$ cat src/verilog/mphp_pkg.sv
// Constants and carrier types shared by the modem parallel host port files.
package mphp_pkg;

	// ------------------------------------------------------------------
	// Timing
	// ------------------------------------------------------------------
	localparam int unsigned CLK_HZ       = 50_000_000;
	localparam int unsigned READY_TIME_S = 6;
	localparam int unsigned READY_CYCLES = CLK_HZ * READY_TIME_S;
	localparam int unsigned READY_CNT_W  = 29;

	// ------------------------------------------------------------------
	// Host register addresses and fields
	// ------------------------------------------------------------------
	localparam logic [2:0] HA_DATA = 3'h0;
	localparam logic [2:0] HA_IER  = 3'h1;
	localparam logic [2:0] HA_IIR  = 3'h2;
	localparam logic [2:0] HA_LCR  = 3'h3;
	localparam logic [2:0] HA_MCR  = 3'h4;
	localparam logic [2:0] HA_LSR  = 3'h5;
	localparam logic [2:0] HA_MSR  = 3'h6;
	localparam logic [2:0] HA_SCR  = 3'h7;

	localparam int unsigned LCR_DIVISOR_LATCH_SELECT_BIT    = 7;
	localparam int unsigned IER_RDA     = 0;
	localparam int unsigned IER_THRE    = 1;
	localparam int unsigned IER_RLS     = 2;
	localparam int unsigned IER_MS      = 3;
	localparam int unsigned LSR_DR      = 0;
	localparam int unsigned LSR_ERR_LSB = 1;
	localparam int unsigned LSR_THRE    = 5;
	localparam int unsigned LSR_TEMT    = 6;

	localparam logic [7:0] IIR_NONE = 8'h01;
	localparam logic [7:0] IIR_RLS  = 8'h06;
	localparam logic [7:0] IIR_RDA  = 8'h04;
	localparam logic [7:0] IIR_THRE = 8'h02;
	localparam logic [7:0] IIR_MS   = 8'h00;

	// ------------------------------------------------------------------
	// Factory defaults
	// ------------------------------------------------------------------
	localparam logic [7:0] DEF_LCR = 8'h03;
	localparam logic [7:0] DEF_MCR = 8'h00;
	localparam logic [7:0] DEF_DLL = 8'h0C;
	localparam logic [7:0] DEF_DLM = 8'h00;
	localparam logic [3:0] DEF_IER = 4'h0;
	localparam logic [7:0] DEF_FCR = 8'h00;
	localparam logic [7:0] DEF_SCR = 8'h00;

	// ------------------------------------------------------------------
	// Avalon register byte offsets
	// ------------------------------------------------------------------
	localparam logic [7:0] OFS_TXDATA  = 8'h00;
	localparam logic [7:0] OFS_RXDATA  = 8'h04;
	localparam logic [7:0] OFS_LINEERR = 8'h08;
	localparam logic [7:0] OFS_MODEM   = 8'h0C;
	localparam logic [7:0] OFS_CFG     = 8'h10;
	localparam logic [7:0] OFS_NVCFG   = 8'h14;
	localparam logic [7:0] OFS_NVCTRL  = 8'h18;
	localparam logic [7:0] OFS_STATUS  = 8'h1C;
	localparam logic [7:0] OFS_IRQEN   = 8'h20;
	localparam logic [7:0] OFS_IRQCLR  = 8'h24;
	localparam logic [7:0] OFS_PORT    = 8'h28;

	// Event bit positions in the status, enable and clear registers.
	localparam int unsigned EV_W       = 4;
	localparam int unsigned EV_THR_WR  = 0;
	localparam int unsigned EV_RBR_RD  = 1;
	localparam int unsigned EV_CFG_WR  = 2;
	localparam int unsigned EV_PIN_RST = 3;

	// ------------------------------------------------------------------
	// Carrier types
	// ------------------------------------------------------------------
	typedef struct packed {
		logic       rst_n;
		logic       cs_n;
		logic       rd_n;
		logic       wr_n;
		logic [2:0] addr;
		logic [7:0] data;
	} mphp_pins_t;

	typedef struct packed {
		logic [7:0] dlm;
		logic [7:0] dll;
		logic [7:0] mcr;
		logic [7:0] lcr;
	} mphp_cfg_t;

	localparam logic [14:0] PINS_IDLE = 15'h7800;
	localparam mphp_cfg_t DEF_CFG = '{dlm: DEF_DLM, dll: DEF_DLL,
		mcr: DEF_MCR, lcr: DEF_LCR};

endpackage : mphp_pkg

$ cat src/verilog/mphp_host_port.sv
// Parallel host port with UART-style registers and an Avalon service side.
`timescale 1ns/10ps
`default_nettype none
module mphp_host_port #(
	parameter int unsigned READY_CYCLES_P = mphp_pkg::READY_CYCLES
) (
	input  wire logic        mclk_i,
	input  wire logic        rst_i,
	input  wire logic        host_reset_n_i,
	input  wire logic        device_select_n_i,
	input  wire logic        host_rd_n_i,
	input  wire logic        host_wr_n_i,
	input  wire logic [2:0]  host_addr_i,
	input  wire logic [7:0]  host_data_i,
	output logic      [7:0]  host_data_o,
	output logic             host_data_oe_o,
	output logic             host_int_o,
	output logic             ready_o,
	input  wire logic [7:0]  avs_address_i,
	input  wire logic        avs_read_i,
	input  wire logic        avs_write_i,
	input  wire logic [31:0] avs_writedata_i,
	output logic      [31:0] avs_readdata_o,
	output logic             avs_waitrequest_o,
	output logic             irq_o
);

	// ------------------------------------------------------------------
	// Pin synchronisation and port reset
	// ------------------------------------------------------------------
	typedef enum logic [2:0] {
		MPHP_IDLE  = 3'b001,
		MPHP_READ  = 3'b010,
		MPHP_WRITE = 3'b100
	} mphp_state_t;

	mphp_pkg::mphp_pins_t pins_raw;
	mphp_pkg::mphp_pins_t pins;
	logic                 prst;
	logic                 ready;

	assign pins_raw = '{rst_n: host_reset_n_i, cs_n: device_select_n_i,
		rd_n: host_rd_n_i, wr_n: host_wr_n_i, addr: host_addr_i,
		data: host_data_i};

	mphp_pin_sync #(
		.W    (15),
		.IDLE (mphp_pkg::PINS_IDLE)
	) u_sync (
		.mclk_i (mclk_i),
		.rst_i  (rst_i),
		.pin_i  (pins_raw),
		.val_o  (pins)
	);

	// A low reset pin acts like a full port reset.
	assign prst = rst_i | ~pins.rst_n;

	mphp_ready_timer #(
		.CYCLES (READY_CYCLES_P)
	) u_ready (
		.mclk_i  (mclk_i),
		.rst_i   (prst),
		.ready_o (ready)
	);

	// ------------------------------------------------------------------
	// Avalon decode
	// ------------------------------------------------------------------
	logic                 done_r;
	logic                 acc;
	logic                 rd_acc;
	logic                 wr_acc;
	logic [7:0]           ofs;
	logic                 fw_pop;
	logic                 fw_push;
	logic                 fw_err;
	logic                 fw_msr;
	mphp_pkg::mphp_cfg_t  nv_cfg_r;
	logic                 nv_use_r;

	// Requests are answered on the second edge after they appear.
	assign acc     = (avs_read_i | avs_write_i) & done_r;
	assign rd_acc  = avs_read_i & done_r;
	assign wr_acc  = avs_write_i & done_r;
	assign ofs     = {avs_address_i[7:2], 2'b00};
	assign fw_pop  = rd_acc & (ofs == mphp_pkg::OFS_TXDATA);
	assign fw_push = wr_acc & (ofs == mphp_pkg::OFS_RXDATA);
	assign fw_err  = wr_acc & (ofs == mphp_pkg::OFS_LINEERR);
	assign fw_msr  = wr_acc & (ofs == mphp_pkg::OFS_MODEM);

	// ------------------------------------------------------------------
	// Host-facing register set
	// ------------------------------------------------------------------
	mphp_state_t          st_r, st_nxt;
	logic [2:0]           addr_r, addr_nxt;
	logic [7:0]           hold_r, hold_nxt;
	logic [7:0]           rdo_r, rdo_nxt;
	mphp_pkg::mphp_cfg_t  cfg_r, cfg_nxt;
	logic [3:0]           ier_r, ier_nxt;
	logic [7:0]           fcr_r, fcr_nxt;
	logic [7:0]           scr_r, scr_nxt;
	logic [7:0]           rbr_r, rbr_nxt;
	logic                 rxf_r, rxf_nxt;
	logic [7:0]           thr_r, thr_nxt;
	logic                 txf_r, txf_nxt;
	logic                 thri_r, thri_nxt;
	logic [3:0]           lerr_r, lerr_nxt;
	logic [3:0]           mst_r, mst_nxt;
	logic [3:0]           mdl_r, mdl_nxt;
	logic                 int_r, int_nxt;
	logic [mphp_pkg::EV_W-1:0] ev;
	logic                 divisor_latch_select_bit;
	logic                 sel;
	logic                 p_rls;
	logic                 p_rda;
	logic                 p_thre;
	logic                 p_ms;
	logic [7:0]           iir;
	logic [7:0]           lsr;
	logic [7:0]           rd_mux;

	assign divisor_latch_select_bit = cfg_r.lcr[mphp_pkg::LCR_DIVISOR_LATCH_SELECT_BIT];
	assign sel  = ~pins.cs_n & ready;

	// Pending conditions, each gated by its enable.
	assign p_rls  = ier_r[mphp_pkg::IER_RLS] & (|lerr_r);
	assign p_rda  = ier_r[mphp_pkg::IER_RDA] & rxf_r;
	assign p_thre = ier_r[mphp_pkg::IER_THRE] & thri_r;
	assign p_ms   = ier_r[mphp_pkg::IER_MS] & (|mdl_r);

	// Identification code by priority, and line status layout.
	always_comb begin
		iir = mphp_pkg::IIR_NONE;
		if (p_rls) begin
			iir = mphp_pkg::IIR_RLS;
		end else if (p_rda) begin
			iir = mphp_pkg::IIR_RDA;
		end else if (p_thre) begin
			iir = mphp_pkg::IIR_THRE;
		end else if (p_ms) begin
			iir = mphp_pkg::IIR_MS;
		end
		lsr = 8'h00;
		lsr[mphp_pkg::LSR_DR] = rxf_r;
		lsr[mphp_pkg::LSR_ERR_LSB +: 4] = lerr_r;
		lsr[mphp_pkg::LSR_THRE] = ~txf_r;
		lsr[mphp_pkg::LSR_TEMT] = ~txf_r;
	end

	// Read selection by address and the divisor latch bit.
	always_comb begin
		unique case (pins.addr)
			mphp_pkg::HA_DATA: rd_mux = divisor_latch_select_bit ? cfg_r.dll : rbr_r;
			mphp_pkg::HA_IER:  rd_mux = divisor_latch_select_bit ? cfg_r.dlm : {4'h0, ier_r};
			mphp_pkg::HA_IIR:  rd_mux = iir;
			mphp_pkg::HA_LCR:  rd_mux = cfg_r.lcr;
			mphp_pkg::HA_MCR:  rd_mux = cfg_r.mcr;
			mphp_pkg::HA_LSR:  rd_mux = lsr;
			mphp_pkg::HA_MSR:  rd_mux = {mst_r, mdl_r};
			mphp_pkg::HA_SCR:  rd_mux = scr_r;
		endcase
	end

	// Host access sequencing, register updates and service side effects.
	always_comb begin
		st_nxt = st_r;   addr_nxt = addr_r; hold_nxt = hold_r;
		rdo_nxt = rdo_r; cfg_nxt = cfg_r;   ier_nxt = ier_r;
		fcr_nxt = fcr_r; scr_nxt = scr_r;   rbr_nxt = rbr_r;
		rxf_nxt = rxf_r; thr_nxt = thr_r;   txf_nxt = txf_r;
		thri_nxt = thri_r; lerr_nxt = lerr_r; mst_nxt = mst_r;
		mdl_nxt = mdl_r;
		ev = '0;
		unique case (st_r)
			MPHP_IDLE: begin
				addr_nxt = pins.addr;
				if (sel && !pins.rd_n) begin
					st_nxt  = MPHP_READ;
					rdo_nxt = rd_mux;
					if (pins.addr == mphp_pkg::HA_DATA && !divisor_latch_select_bit) begin
						rxf_nxt = 1'b0;
						ev[mphp_pkg::EV_RBR_RD] = 1'b1;
					end
					if (pins.addr == mphp_pkg::HA_IIR &&
						iir == mphp_pkg::IIR_THRE) begin
						thri_nxt = 1'b0;
					end
					if (pins.addr == mphp_pkg::HA_LSR) begin
						lerr_nxt = 4'h0;
					end
					if (pins.addr == mphp_pkg::HA_MSR) begin
						mdl_nxt = 4'h0;
					end
				end else if (sel && !pins.wr_n) begin
					st_nxt   = MPHP_WRITE;
					hold_nxt = pins.data;
				end
			end
			MPHP_READ: begin
				if (pins.cs_n || pins.rd_n) begin
					st_nxt = MPHP_IDLE;
				end
			end
			MPHP_WRITE: begin
				if (pins.cs_n || pins.wr_n) begin
					st_nxt = MPHP_IDLE;
					ev[mphp_pkg::EV_CFG_WR] = 1'b1;
					unique case (addr_r)
						mphp_pkg::HA_DATA: begin
							if (divisor_latch_select_bit) begin
								cfg_nxt.dll = hold_r;
							end else begin
								thr_nxt  = hold_r;
								txf_nxt  = 1'b1;
								thri_nxt = 1'b0;
								ev[mphp_pkg::EV_THR_WR] = 1'b1;
								ev[mphp_pkg::EV_CFG_WR] = 1'b0;
							end
						end
						mphp_pkg::HA_IER: begin
							if (divisor_latch_select_bit) begin
								cfg_nxt.dlm = hold_r;
							end else begin
								ier_nxt = hold_r[3:0];
							end
						end
						mphp_pkg::HA_IIR: fcr_nxt = hold_r;
						mphp_pkg::HA_LCR: cfg_nxt.lcr = hold_r;
						mphp_pkg::HA_MCR: cfg_nxt.mcr = hold_r;
						mphp_pkg::HA_SCR: scr_nxt = hold_r;
						default: ev[mphp_pkg::EV_CFG_WR] = 1'b0;
					endcase
				end else begin
					hold_nxt = pins.data;
				end
			end
		endcase
		// Firmware events come last so that a set wins over a clear, except that a host THR write keeps thri_r clear.
		if (fw_pop) begin
			txf_nxt  = ev[mphp_pkg::EV_THR_WR];
			thri_nxt = ~ev[mphp_pkg::EV_THR_WR];
		end
		if (fw_push) begin
			rbr_nxt = avs_writedata_i[7:0];
			rxf_nxt = 1'b1;
		end
		if (fw_err) begin
			lerr_nxt = lerr_nxt | avs_writedata_i[3:0];
		end
		if (fw_msr) begin
			mst_nxt = avs_writedata_i[3:0];
			mdl_nxt = mdl_nxt | (avs_writedata_i[3:0] ^ mst_r);
		end
		int_nxt = p_rls | p_rda | p_thre | p_ms;
	end

	// Registers; a port reset reloads stored or factory configuration.
	always_ff @(posedge mclk_i) begin
		if (prst) begin
			st_r   <= MPHP_IDLE;
			addr_r <= 3'h0;
			hold_r <= 8'h00;
			rdo_r  <= 8'h00;
			cfg_r  <= nv_use_r ? nv_cfg_r : mphp_pkg::DEF_CFG;
			ier_r  <= mphp_pkg::DEF_IER;
			fcr_r  <= mphp_pkg::DEF_FCR;
			scr_r  <= mphp_pkg::DEF_SCR;
			rbr_r  <= 8'h00;
			rxf_r  <= 1'b0;
			thr_r  <= 8'h00;
			txf_r  <= 1'b0;
			thri_r <= 1'b0;
			lerr_r <= 4'h0;
			mst_r  <= 4'h0;
			mdl_r  <= 4'h0;
			int_r  <= 1'b0;
		end else begin
			st_r   <= st_nxt;
			addr_r <= addr_nxt;
			hold_r <= hold_nxt;
			rdo_r  <= rdo_nxt;
			cfg_r  <= cfg_nxt;
			ier_r  <= ier_nxt;
			fcr_r  <= fcr_nxt;
			scr_r  <= scr_nxt;
			rbr_r  <= rbr_nxt;
			rxf_r  <= rxf_nxt;
			thr_r  <= thr_nxt;
			txf_r  <= txf_nxt;
			thri_r <= thri_nxt;
			lerr_r <= lerr_nxt;
			mst_r  <= mst_nxt;
			mdl_r  <= mdl_nxt;
			int_r  <= int_nxt;
		end
	end

	// Bit zero of the register maps to bit zero of the bus.
	assign host_data_o    = rdo_r;
	assign host_data_oe_o = (st_r == MPHP_READ);
	assign host_int_o     = int_r;
	assign ready_o        = ready;

	// ------------------------------------------------------------------
	// Avalon slave, stored configuration and event interrupts
	// ------------------------------------------------------------------
	logic [31:0]               rdata_r, rdata_nxt;
	logic                      done_nxt;
	mphp_pkg::mphp_cfg_t       nv_cfg_nxt;
	logic                      nv_use_nxt;
	logic [mphp_pkg::EV_W-1:0] stat_r, stat_nxt;
	logic [mphp_pkg::EV_W-1:0] en_r, en_nxt;
	logic [mphp_pkg::EV_W-1:0] clr;
	logic                      pin_rst_q_r;
	logic                      irq_r, irq_nxt;

	// Read data follows the register state; writes act at acceptance.
	always_comb begin
		done_nxt   = (avs_read_i | avs_write_i) & ~done_r;
		nv_cfg_nxt = nv_cfg_r;
		nv_use_nxt = nv_use_r;
		en_nxt     = en_r;
		clr        = '0;
		unique case (ofs)
			mphp_pkg::OFS_TXDATA: rdata_nxt = {23'h0, txf_r, thr_r};
			mphp_pkg::OFS_CFG:    rdata_nxt = cfg_r;
			mphp_pkg::OFS_NVCFG:  rdata_nxt = nv_cfg_r;
			mphp_pkg::OFS_NVCTRL: rdata_nxt = {31'h0, nv_use_r};
			mphp_pkg::OFS_STATUS: rdata_nxt = {28'h0, stat_r};
			mphp_pkg::OFS_IRQEN:  rdata_nxt = {28'h0, en_r};
			mphp_pkg::OFS_PORT:   rdata_nxt = {12'h0, fcr_r, ier_r, 4'h0,
				host_int_o, rxf_r, txf_r, ready};
			default:              rdata_nxt = 32'h0000_0000;
		endcase
		if (!avs_read_i) begin
			rdata_nxt = 32'h0000_0000;
		end
		if (wr_acc) begin
			unique case (ofs)
				mphp_pkg::OFS_NVCFG:  nv_cfg_nxt = avs_writedata_i;
				mphp_pkg::OFS_NVCTRL: nv_use_nxt = avs_writedata_i[0];
				mphp_pkg::OFS_IRQEN:  en_nxt = avs_writedata_i[3:0];
				mphp_pkg::OFS_IRQCLR: clr = avs_writedata_i[3:0];
				default: ;
			endcase
		end
		stat_nxt = (stat_r & ~clr) | ev;
		stat_nxt[mphp_pkg::EV_PIN_RST] = stat_nxt[mphp_pkg::EV_PIN_RST] |
			(pin_rst_q_r & ~pins.rst_n);
		irq_nxt = |(stat_nxt & en_nxt);
	end

	// Service-side registers are reset only by the system reset.
	always_ff @(posedge mclk_i) begin
		if (rst_i) begin
			done_r      <= 1'b0;
			rdata_r     <= 32'h0000_0000;
			nv_cfg_r    <= mphp_pkg::DEF_CFG;
			nv_use_r    <= 1'b0;
			stat_r      <= '0;
			en_r        <= '0;
			pin_rst_q_r <= 1'b1;
			irq_r       <= 1'b0;
		end else begin
			done_r      <= done_nxt;
			rdata_r     <= rdata_nxt;
			nv_cfg_r    <= nv_cfg_nxt;
			nv_use_r    <= nv_use_nxt;
			stat_r      <= stat_nxt;
			en_r        <= en_nxt;
			pin_rst_q_r <= pins.rst_n;
			irq_r       <= irq_nxt;
		end
	end

	assign avs_readdata_o    = rdata_r;
	assign avs_waitrequest_o = (avs_read_i | avs_write_i) & ~acc;
	assign irq_o             = irq_r;

endmodule : mphp_host_port
`default_nettype wire

$ cat src/verilog/mphp_pin_sync.sv
// Three-stage pin synchroniser that accepts a change once stages agree.
`timescale 1ns/10ps
`default_nettype none
module mphp_pin_sync #(
	parameter int unsigned W    = 15,
	parameter logic [W-1:0] IDLE = '0
) (
	input  wire logic         mclk_i,
	input  wire logic         rst_i,
	input  wire logic [W-1:0] pin_i,
	output logic      [W-1:0] val_o
);

	logic [W-1:0] s1_r;
	logic [W-1:0] s2_r;
	logic [W-1:0] s3_r;
	logic [W-1:0] q_r;
	logic [W-1:0] q_nxt;

	// Each bit takes the new level only when the second and third agree.
	for (genvar i = 0; i < W; i++) begin : g_bit
		always_comb begin
			q_nxt[i] = (s2_r[i] == s3_r[i]) ? s3_r[i] : q_r[i];
		end
	end

	// The first stage feeds only the second stage.
	always_ff @(posedge mclk_i) begin
		if (rst_i) begin
			s1_r <= IDLE;
			s2_r <= IDLE;
			s3_r <= IDLE;
			q_r  <= IDLE;
		end else begin
			s1_r <= pin_i;
			s2_r <= s1_r;
			s3_r <= s2_r;
			q_r  <= q_nxt;
		end
	end

	assign val_o = q_r;

endmodule : mphp_pin_sync
`default_nettype wire

$ cat src/verilog/mphp_ready_timer.sv
// Readiness timer that holds the port off for a fixed time after reset.
`timescale 1ns/10ps
`default_nettype none
module mphp_ready_timer #(
	parameter int unsigned CYCLES = mphp_pkg::READY_CYCLES
) (
	input  wire logic mclk_i,
	input  wire logic rst_i,
	output logic      ready_o
);

	localparam logic [mphp_pkg::READY_CNT_W-1:0] LAST =
		(mphp_pkg::READY_CNT_W)'(CYCLES - 1);

	logic [mphp_pkg::READY_CNT_W-1:0] cnt_r;
	logic [mphp_pkg::READY_CNT_W-1:0] cnt_nxt;
	logic                             ready_r;
	logic                             ready_nxt;

	// Count up once and stop when the interval has elapsed.
	always_comb begin
		cnt_nxt   = ready_r ? cnt_r : cnt_r + 1'b1;
		ready_nxt = ready_r | (cnt_r == LAST);
	end

	// Registers restart on every reset.
	always_ff @(posedge mclk_i) begin
		if (rst_i) begin
			cnt_r   <= '0;
			ready_r <= 1'b0;
		end else begin
			cnt_r   <= cnt_nxt;
			ready_r <= ready_nxt;
		end
	end

	assign ready_o = ready_r;

endmodule : mphp_ready_timer
`default_nettype wire
$ cat config.mk
export PLATFORM = sky130hd
export DESIGN_NAME = mphp_host_port
export DESIGN_NICKNAME = d
export VERILOG_FILES = /design/src/verilog/mphp_pkg.sv /design/src/verilog/mphp_host_port.sv /design/src/verilog/mphp_pin_sync.sv /design/src/verilog/mphp_ready_timer.sv
export SDC_FILE = /design/constraint.sdc
export NUM_CORES = 1
export LEC_CHECK = 0
export ABC_CLOCK_PERIOD_IN_PS = 3100
export BUFFER_PORTS_ARGS = -buffer_cell sky130_fd_sc_hd__buf_4
export CORE_MARGIN = 2
export CORE_UTILIZATION = 60
export CTS_BUF_LIST = sky130_fd_sc_hd__clkbuf_8
export DETAILED_ROUTE_END_ITERATION = 8
export PLACE_DENSITY = 0.84
export SYNTH_ARGS = -nofsm -noshare
export SYNTH_HDL_FRONTEND = slang
export SYNTH_SLANG_ARGS = --single-unit
$ cat constraint.sdc
create_clock -name mclk_i -period 3.1 [get_ports mclk_i]
set_clock_uncertainty 0.2 [all_clocks]
set_input_delay 0.62 -clock mclk_i [delete_from_list [all_inputs] [get_ports mclk_i]]
set_output_delay 0.62 -clock mclk_i [all_outputs]
set_load 0.05 [all_outputs]
==> results of run 1 <==
## layer usage
layer	vias to the layer above	part of all wire, %
met5	-	0
met4	0	3.0
met3	89	10
met2	507	47
met1	4230	40
li1	4190	-
## flip-flops by register name, summed over array words and instances (netlist names), 15 cells and up
register / flops
nv_cfg_r: 32
avs_readdata_o: 32
u_ready.cnt_r: 29
u_sync.s2_r: 15
cfg_r: 32
u_sync.s3_r: 15
u_sync.s1_r: 15
u_sync.val_o: 15
## how the worst max path moves through the flow
stage	end	slack [ns]	start
2_1_floorplan	cfg_r[16]	0.59	st_r[2]
4_1_cts	host_data_oe_o	0.61	st_r[1]
3_3_place_gp	rbr_r[4]	0.26	avs_address_i[4]
6_report	host_data_o[5]	0.53	u_sync.val_o[8]
5_1_grt	host_data_o[5]	0.44	u_sync.val_o[8]
3_5_place_dp	rbr_r[7]	0.19	avs_address_i[4]
## where the power goes
group / leakage (uW) / internal, uW / total, uW / switching, uW
registers: 0.00227 / 3610 / 3640 / 30.3
logic: 0.00214 / 99.3 / 242 / 143
clock network: 0.000489 / 1480 / 2860 / 1380
total: 0.00490 / 5190 / 6740 / 1560
## placed cells by master (no fill, tap or decap), types with 28 or more instances in the layout
cell type and n:
buf_4 125, edfxtp_1 32, o21ai_0 28, nand2_1 109
mux2i_1 73, nor2b_1 45, a22o_1 29, clkbuf_8 50
nor2_1 146, a21oi_1 73, inv_1 33, dfxtp_1 240
## cells by family (layout without fill, tap and decap cells)
family	after synthesis	count (layout)
flops	272	272
simple gates	418	418
buf+inv	100	218
xor+xnor	29	29
fa+ha+maj	1	1
compound gates	229	229
mux	81	81
## layout make-up
class / count / area [sq um]
repair buffers: 127 / 978.4
inverters: 14 / 52.55
clock buffers: 50 / 688.2
multi-input cells: 758 / 4760
flip-flops and latches: 272 / 5766
fillers: 1306 / 5246
well taps: 229 / 286.5
clock inverters: 27 / 125.1
## through the flow
stage               power, uW  instance area (sq um)  util (%)  setup slack, ns
floorplan                3828                  10920         -           0.5912
global placement         3945                  11840     66.15           0.2623
detailed placement       3950                  11840     66.15           0.1904
CTS                      6772                  12660     70.69           0.6117
global route             6957                  12660     70.69           0.4408
finish                   6741                  12660     70.69           0.5313
==> impl_metrics.ini, run 1 <==
[outcome]
status = completed

[setup_path]
crit_required_ns = 3.40
crit_family = flip-flops
start_kind = flip-flop
cpPeakStageDelay_ns = 0.97
reg2reg_slack_ns = 0.53
reg2reg_depth = 4
cp_num_buf_inv = 0
path_cells = o21ai_0, mux4_2, a211o_1, a21oi_1
r2r_start = u_sync.val_o[8]
critical_path_class = flip-flop to flip-flop
worstSetupEndpointType = flip-flop
path_max_fanout = 22
crit_cells = 4
cp.arrival_ns = 2.86
slowest_stage = dfxtp_1
rr_endpoint = host_data_o[5]

[cells_and_area]
area_growth_pct = 15.93
final_nets = 1276
final_cell_count_no_fill = 1477
diodes = 0
layout-drive-gt1-share_pct = 17.23

[place]
dp_hpwl_um = 18410
placedCellCount = 1400
port_buffers = 101
gp_congestion = 0.9586

[floorplanning]
core_area_sq_um = 17900
dieHeight_um = 138.9
start_util_pct = 60.98
fp.dieW_um = 138.9
num_io_pins = 104
fp.dieArea_sq_um = 19290
num_rows = 49

[yosys]
synth_area_leaders = dfxtp_1, edfxtp_1, mux2i_1
synth_compound_area_share_pct = 14.46
synth_fa_ha_area_share_pct = 0.1146
synthMostInstantiatedCell = dfxtp_1
synth_top_area_cell = dfxtp_1
synth_common_cells = dfxtp_1, nor2_1, nand2_1
synth-simple-area-share_pct = 18.57
synth-seq-area-share_pct = 52.81
synth_cells = 1130
synth-xor-area-share_pct = 2.327
syn_area_per_cell_sq_um = 9.661
synthMuxAreaShare_pct = 7.931
async_flop_share_pct = 0
ys_types = 68
ys_warn_count = 0
syn_area_sq_um = 10920
ys.flop_type = dfxtp_1
syn_nets = 1190
ys_seq_elements = 272
synth_top_family_by_area = simple AND/OR/NAND/NOR gates
synth-edff-count = 32
yosys.area.top_type_share_pct = 44.01

[route]
vias = 9016
routed_wl_um = 27780
via_per_inst = 6.104
drt_pass1_iterations = 8
drtIter0Drc = 1564
drc = 0
wl_per_cell_um = 18.81
ant_nets = 0

[clocking]
cts_tree = built
worstSkewPairLatency_ns = 0.56
cts.sinks = 272
postCtsSetupBuffers = 0
root_buffer = clkbuf_8
numCtsBuffers = 43
cts_resized = 0
clk_pin_slew_ns = 0.06
h-tree-depth = 2
clock_path_buffers = 3
cts.hold.buffers_added = 0

[global_route]
grt_util_met1_pct = 37.68
antenna_found_initial = 0
grt_max_degree = 112
grtUsageMet3_pct = 6.077
grt_busiest_layer = met2
grt.overflow.total = 0
grt.total_usage_pct = 28.24
grt_pass1_vias = 8534
use_met2_pct = 45.63
grt_pass1_wl_um = 44340

[worst_hold_path]
hp-start = host_rd_n_i
hp-class = input port to flip-flop
holdPathStages = 2
worstHoldEndpoint = u_sync.s1_r[12]

[pwr]
power_density_nw_per_um2 = 532.6
peakVddDrop_mv = 0.4649
leakage_uw = 0.004899

[flow_run]
drv_cap = 0

[sta]
finalCritPeriodShare_pct = 82.86
hold_ws_ns = 0.04148
rsz0062_at_grt = false
setup_viol = 0
relSlewSlack_pct = 20.64
slew_violations = 0
finalCriticalPeriod_ns = 2.569
fmax_ghz = 0.3893
max_slew.worst_pin.slew_ns = 1.190
fin_setup_tns_ns = 0
hold_violations = 0
No activity file was read; power rests on OpenSTA's default activity.
==> inputs of run 2 (changes only) <==
--- a/config.mk
+++ b/config.mk
@@ -5,7 +5,7 @@
 export SDC_FILE = /design/constraint.sdc
 export NUM_CORES = 1
 export LEC_CHECK = 0
-export ABC_CLOCK_PERIOD_IN_PS = 3100
+export ABC_CLOCK_PERIOD_IN_PS = 2700
 export BUFFER_PORTS_ARGS = -buffer_cell sky130_fd_sc_hd__buf_4
 export CORE_MARGIN = 2
 export CORE_UTILIZATION = 60
==> constraint.sdc (replaced) <==
create_clock -name mclk_i -period 2.7 [get_ports mclk_i]
set_clock_uncertainty 0.2 [all_clocks]
set_input_delay 0.54 -clock mclk_i [delete_from_list [all_inputs] [get_ports mclk_i]]
set_output_delay 0.54 -clock mclk_i [all_outputs]
set_load 0.05 [all_outputs]
==> impl_metrics.ini, run 2 (synthesized netlist as in run 1, its figures left out) <==
[outcome]
status = completed

[route]
drc = 0
routed_wl_um = 28520
wl_per_cell_um = 19.04
ant_nets = 0
via_per_inst = 6.080
drtIter0Drc = 1229
drt_pass1_iterations = 7
vias = 9108

[cells_and_area]
final_nets = 1296
layout-drive-gt1-share_pct = 18.36
area_growth_pct = 19.28
finalInstanceArea_sq_um = 13020
final_cell_count_no_fill = 1498
diodes = 0
final_common_cell = dfxtp_1
layout_common_cells = dfxtp_1, nor2_1, buf_4, nand2_1

[setup_path]
cpPeakStageDelay_ns = 0.48
path_max_fanout = 9
cp_num_buf_inv = 1
crit_required_ns = 1.96
start_kind = flip-flop
path_cells = nor2b_1, and2_1, buf_4
crit_family = flip-flops
worstSetupEndpointType = primary output
cp.arrival_ns = 1.63
critical_path_class = flip-flop to primary output
slowest_stage = dfxtp_1

[place]
placedCellCount = 1407
gp_congestion = 0.9407
dpl_cell_area_sq_um = 11920
dp_hpwl_um = 18740
port_buffers = 101

[global_route]
grt.total_usage_pct = 29.03
grt_pass1_vias = 8572
grt.overflow.total = 0
antenna_found_initial = 0
grt_pass1_wl_um = 45270
grt_max_degree = 112

[flow_run]
drv_cap = 0

[floorplanning]
fp.dieW_um = 138.9
start_util_pct = 60.98
num_io_pins = 104
num_rows = 49
dieHeight_um = 138.9
fp.dieArea_sq_um = 19290
core_area_sq_um = 17900

[clocking]
clk_pin_slew_ns = 0.06
postCtsSetupBuffers = 0
h-tree-depth = 2
cts_tree = built
numCtsBuffers = 43
root_buffer = clkbuf_8
worstSkewPairLatency_ns = 0.56
cts_resized = 0
cts.hold.buffers_added = 13
clock_path_buffers = 3
cts.sinks = 272

[sta]
hold_violations = 0
finalCritPeriodShare_pct = 87.89
rsz0062_at_grt = false
relSlewSlack_pct = 22.54
setup_viol = 0
hold_ws_ns = 0.01321
fin_setup_tns_ns = 0
slew_violations = 0
fmax_ghz = 0.4214
finalCriticalPeriod_ns = 2.373
max_slew.worst_pin.slew_ns = 1.162

[pwr]
leakage_uw = 0.005050
peakVddDrop_mv = 0.5735
total_power_uw = 8331
power_density_nw_per_um2 = 639.8

[worst_hold_path]
hp-class = input port to flip-flop
run 2: changes by cell type in the layout (fill, tap and decap cells not counted), sizes merged:
| cell | before | now |
|---|---|---|
| bufinv | 0 | 4 |
| clkbuf | 50 | 55 |
| buf | 127 | 134 |
| clkinv | 5 | 4 |
| inv | 36 | 29 |
| dlygate4sd3 | 0 | 13 |
run 2: power breakdown:
group | internal, uW | total, uW | switching [uW]
Clock | 2230 | 3860 | 1630
Combinational | 127 | 297 | 170
Sequential | 4140 | 4180 | 35.4
Total | 6500 | 8330 | 1830
run 2: worst min-delay path, delay by kind of cell:
family	cells	cell delay, ns
AND/OR/NAND/NOR	2	0.11
buffers and inverters	1	0.09
run 2: per-layer routing:
metal  vias to the layer above  global-route usage, %  wire [um]
met4                         0                  9.569        838
met1                      4320                  39.26      11560
met5                         -                      0          0
met3                        70                  5.525       2693
li1                       4231                      -          -
met2                       487                  47.34      13430
run 2: final cells by class:
class | instances | area [sq um]
Sequential cell | 272 | 5766
Tap cell | 229 | 286.5
Multi-Input combinational cell | 758 | 4760
Clock buffer | 55 | 757.0
Fill cell | 1303 | 4881
Clock inverter | 23 | 214.0
Inverter | 14 | 52.55
Timing Repair Buffer | 147 | 1186
run 2: final timing paths:
check             cells after the start                 from               to  slack [ns]
setup / recovery                      3              st_r[1]   host_data_oe_o        0.33
hold / removal                        3  avs_writedata_i[18]     nv_cfg_r[18]        0.01
setup reg to reg                      6      u_sync.val_o[8]   host_data_o[1]        0.33
hold reg to reg                       1      u_sync.s1_r[12]  u_sync.s2_r[12]        0.21
run 2: through the flow:
stage / utilization (%) / setup slack [ns]
floorplan: - / 0.1912
CTS: 72.74 / 0.3214
finish: 72.74 / 0.3269
detailed placement: 66.59 / 0.1258
global placement: 66.59 / 0.1528
global route: 72.74 / 0.2191
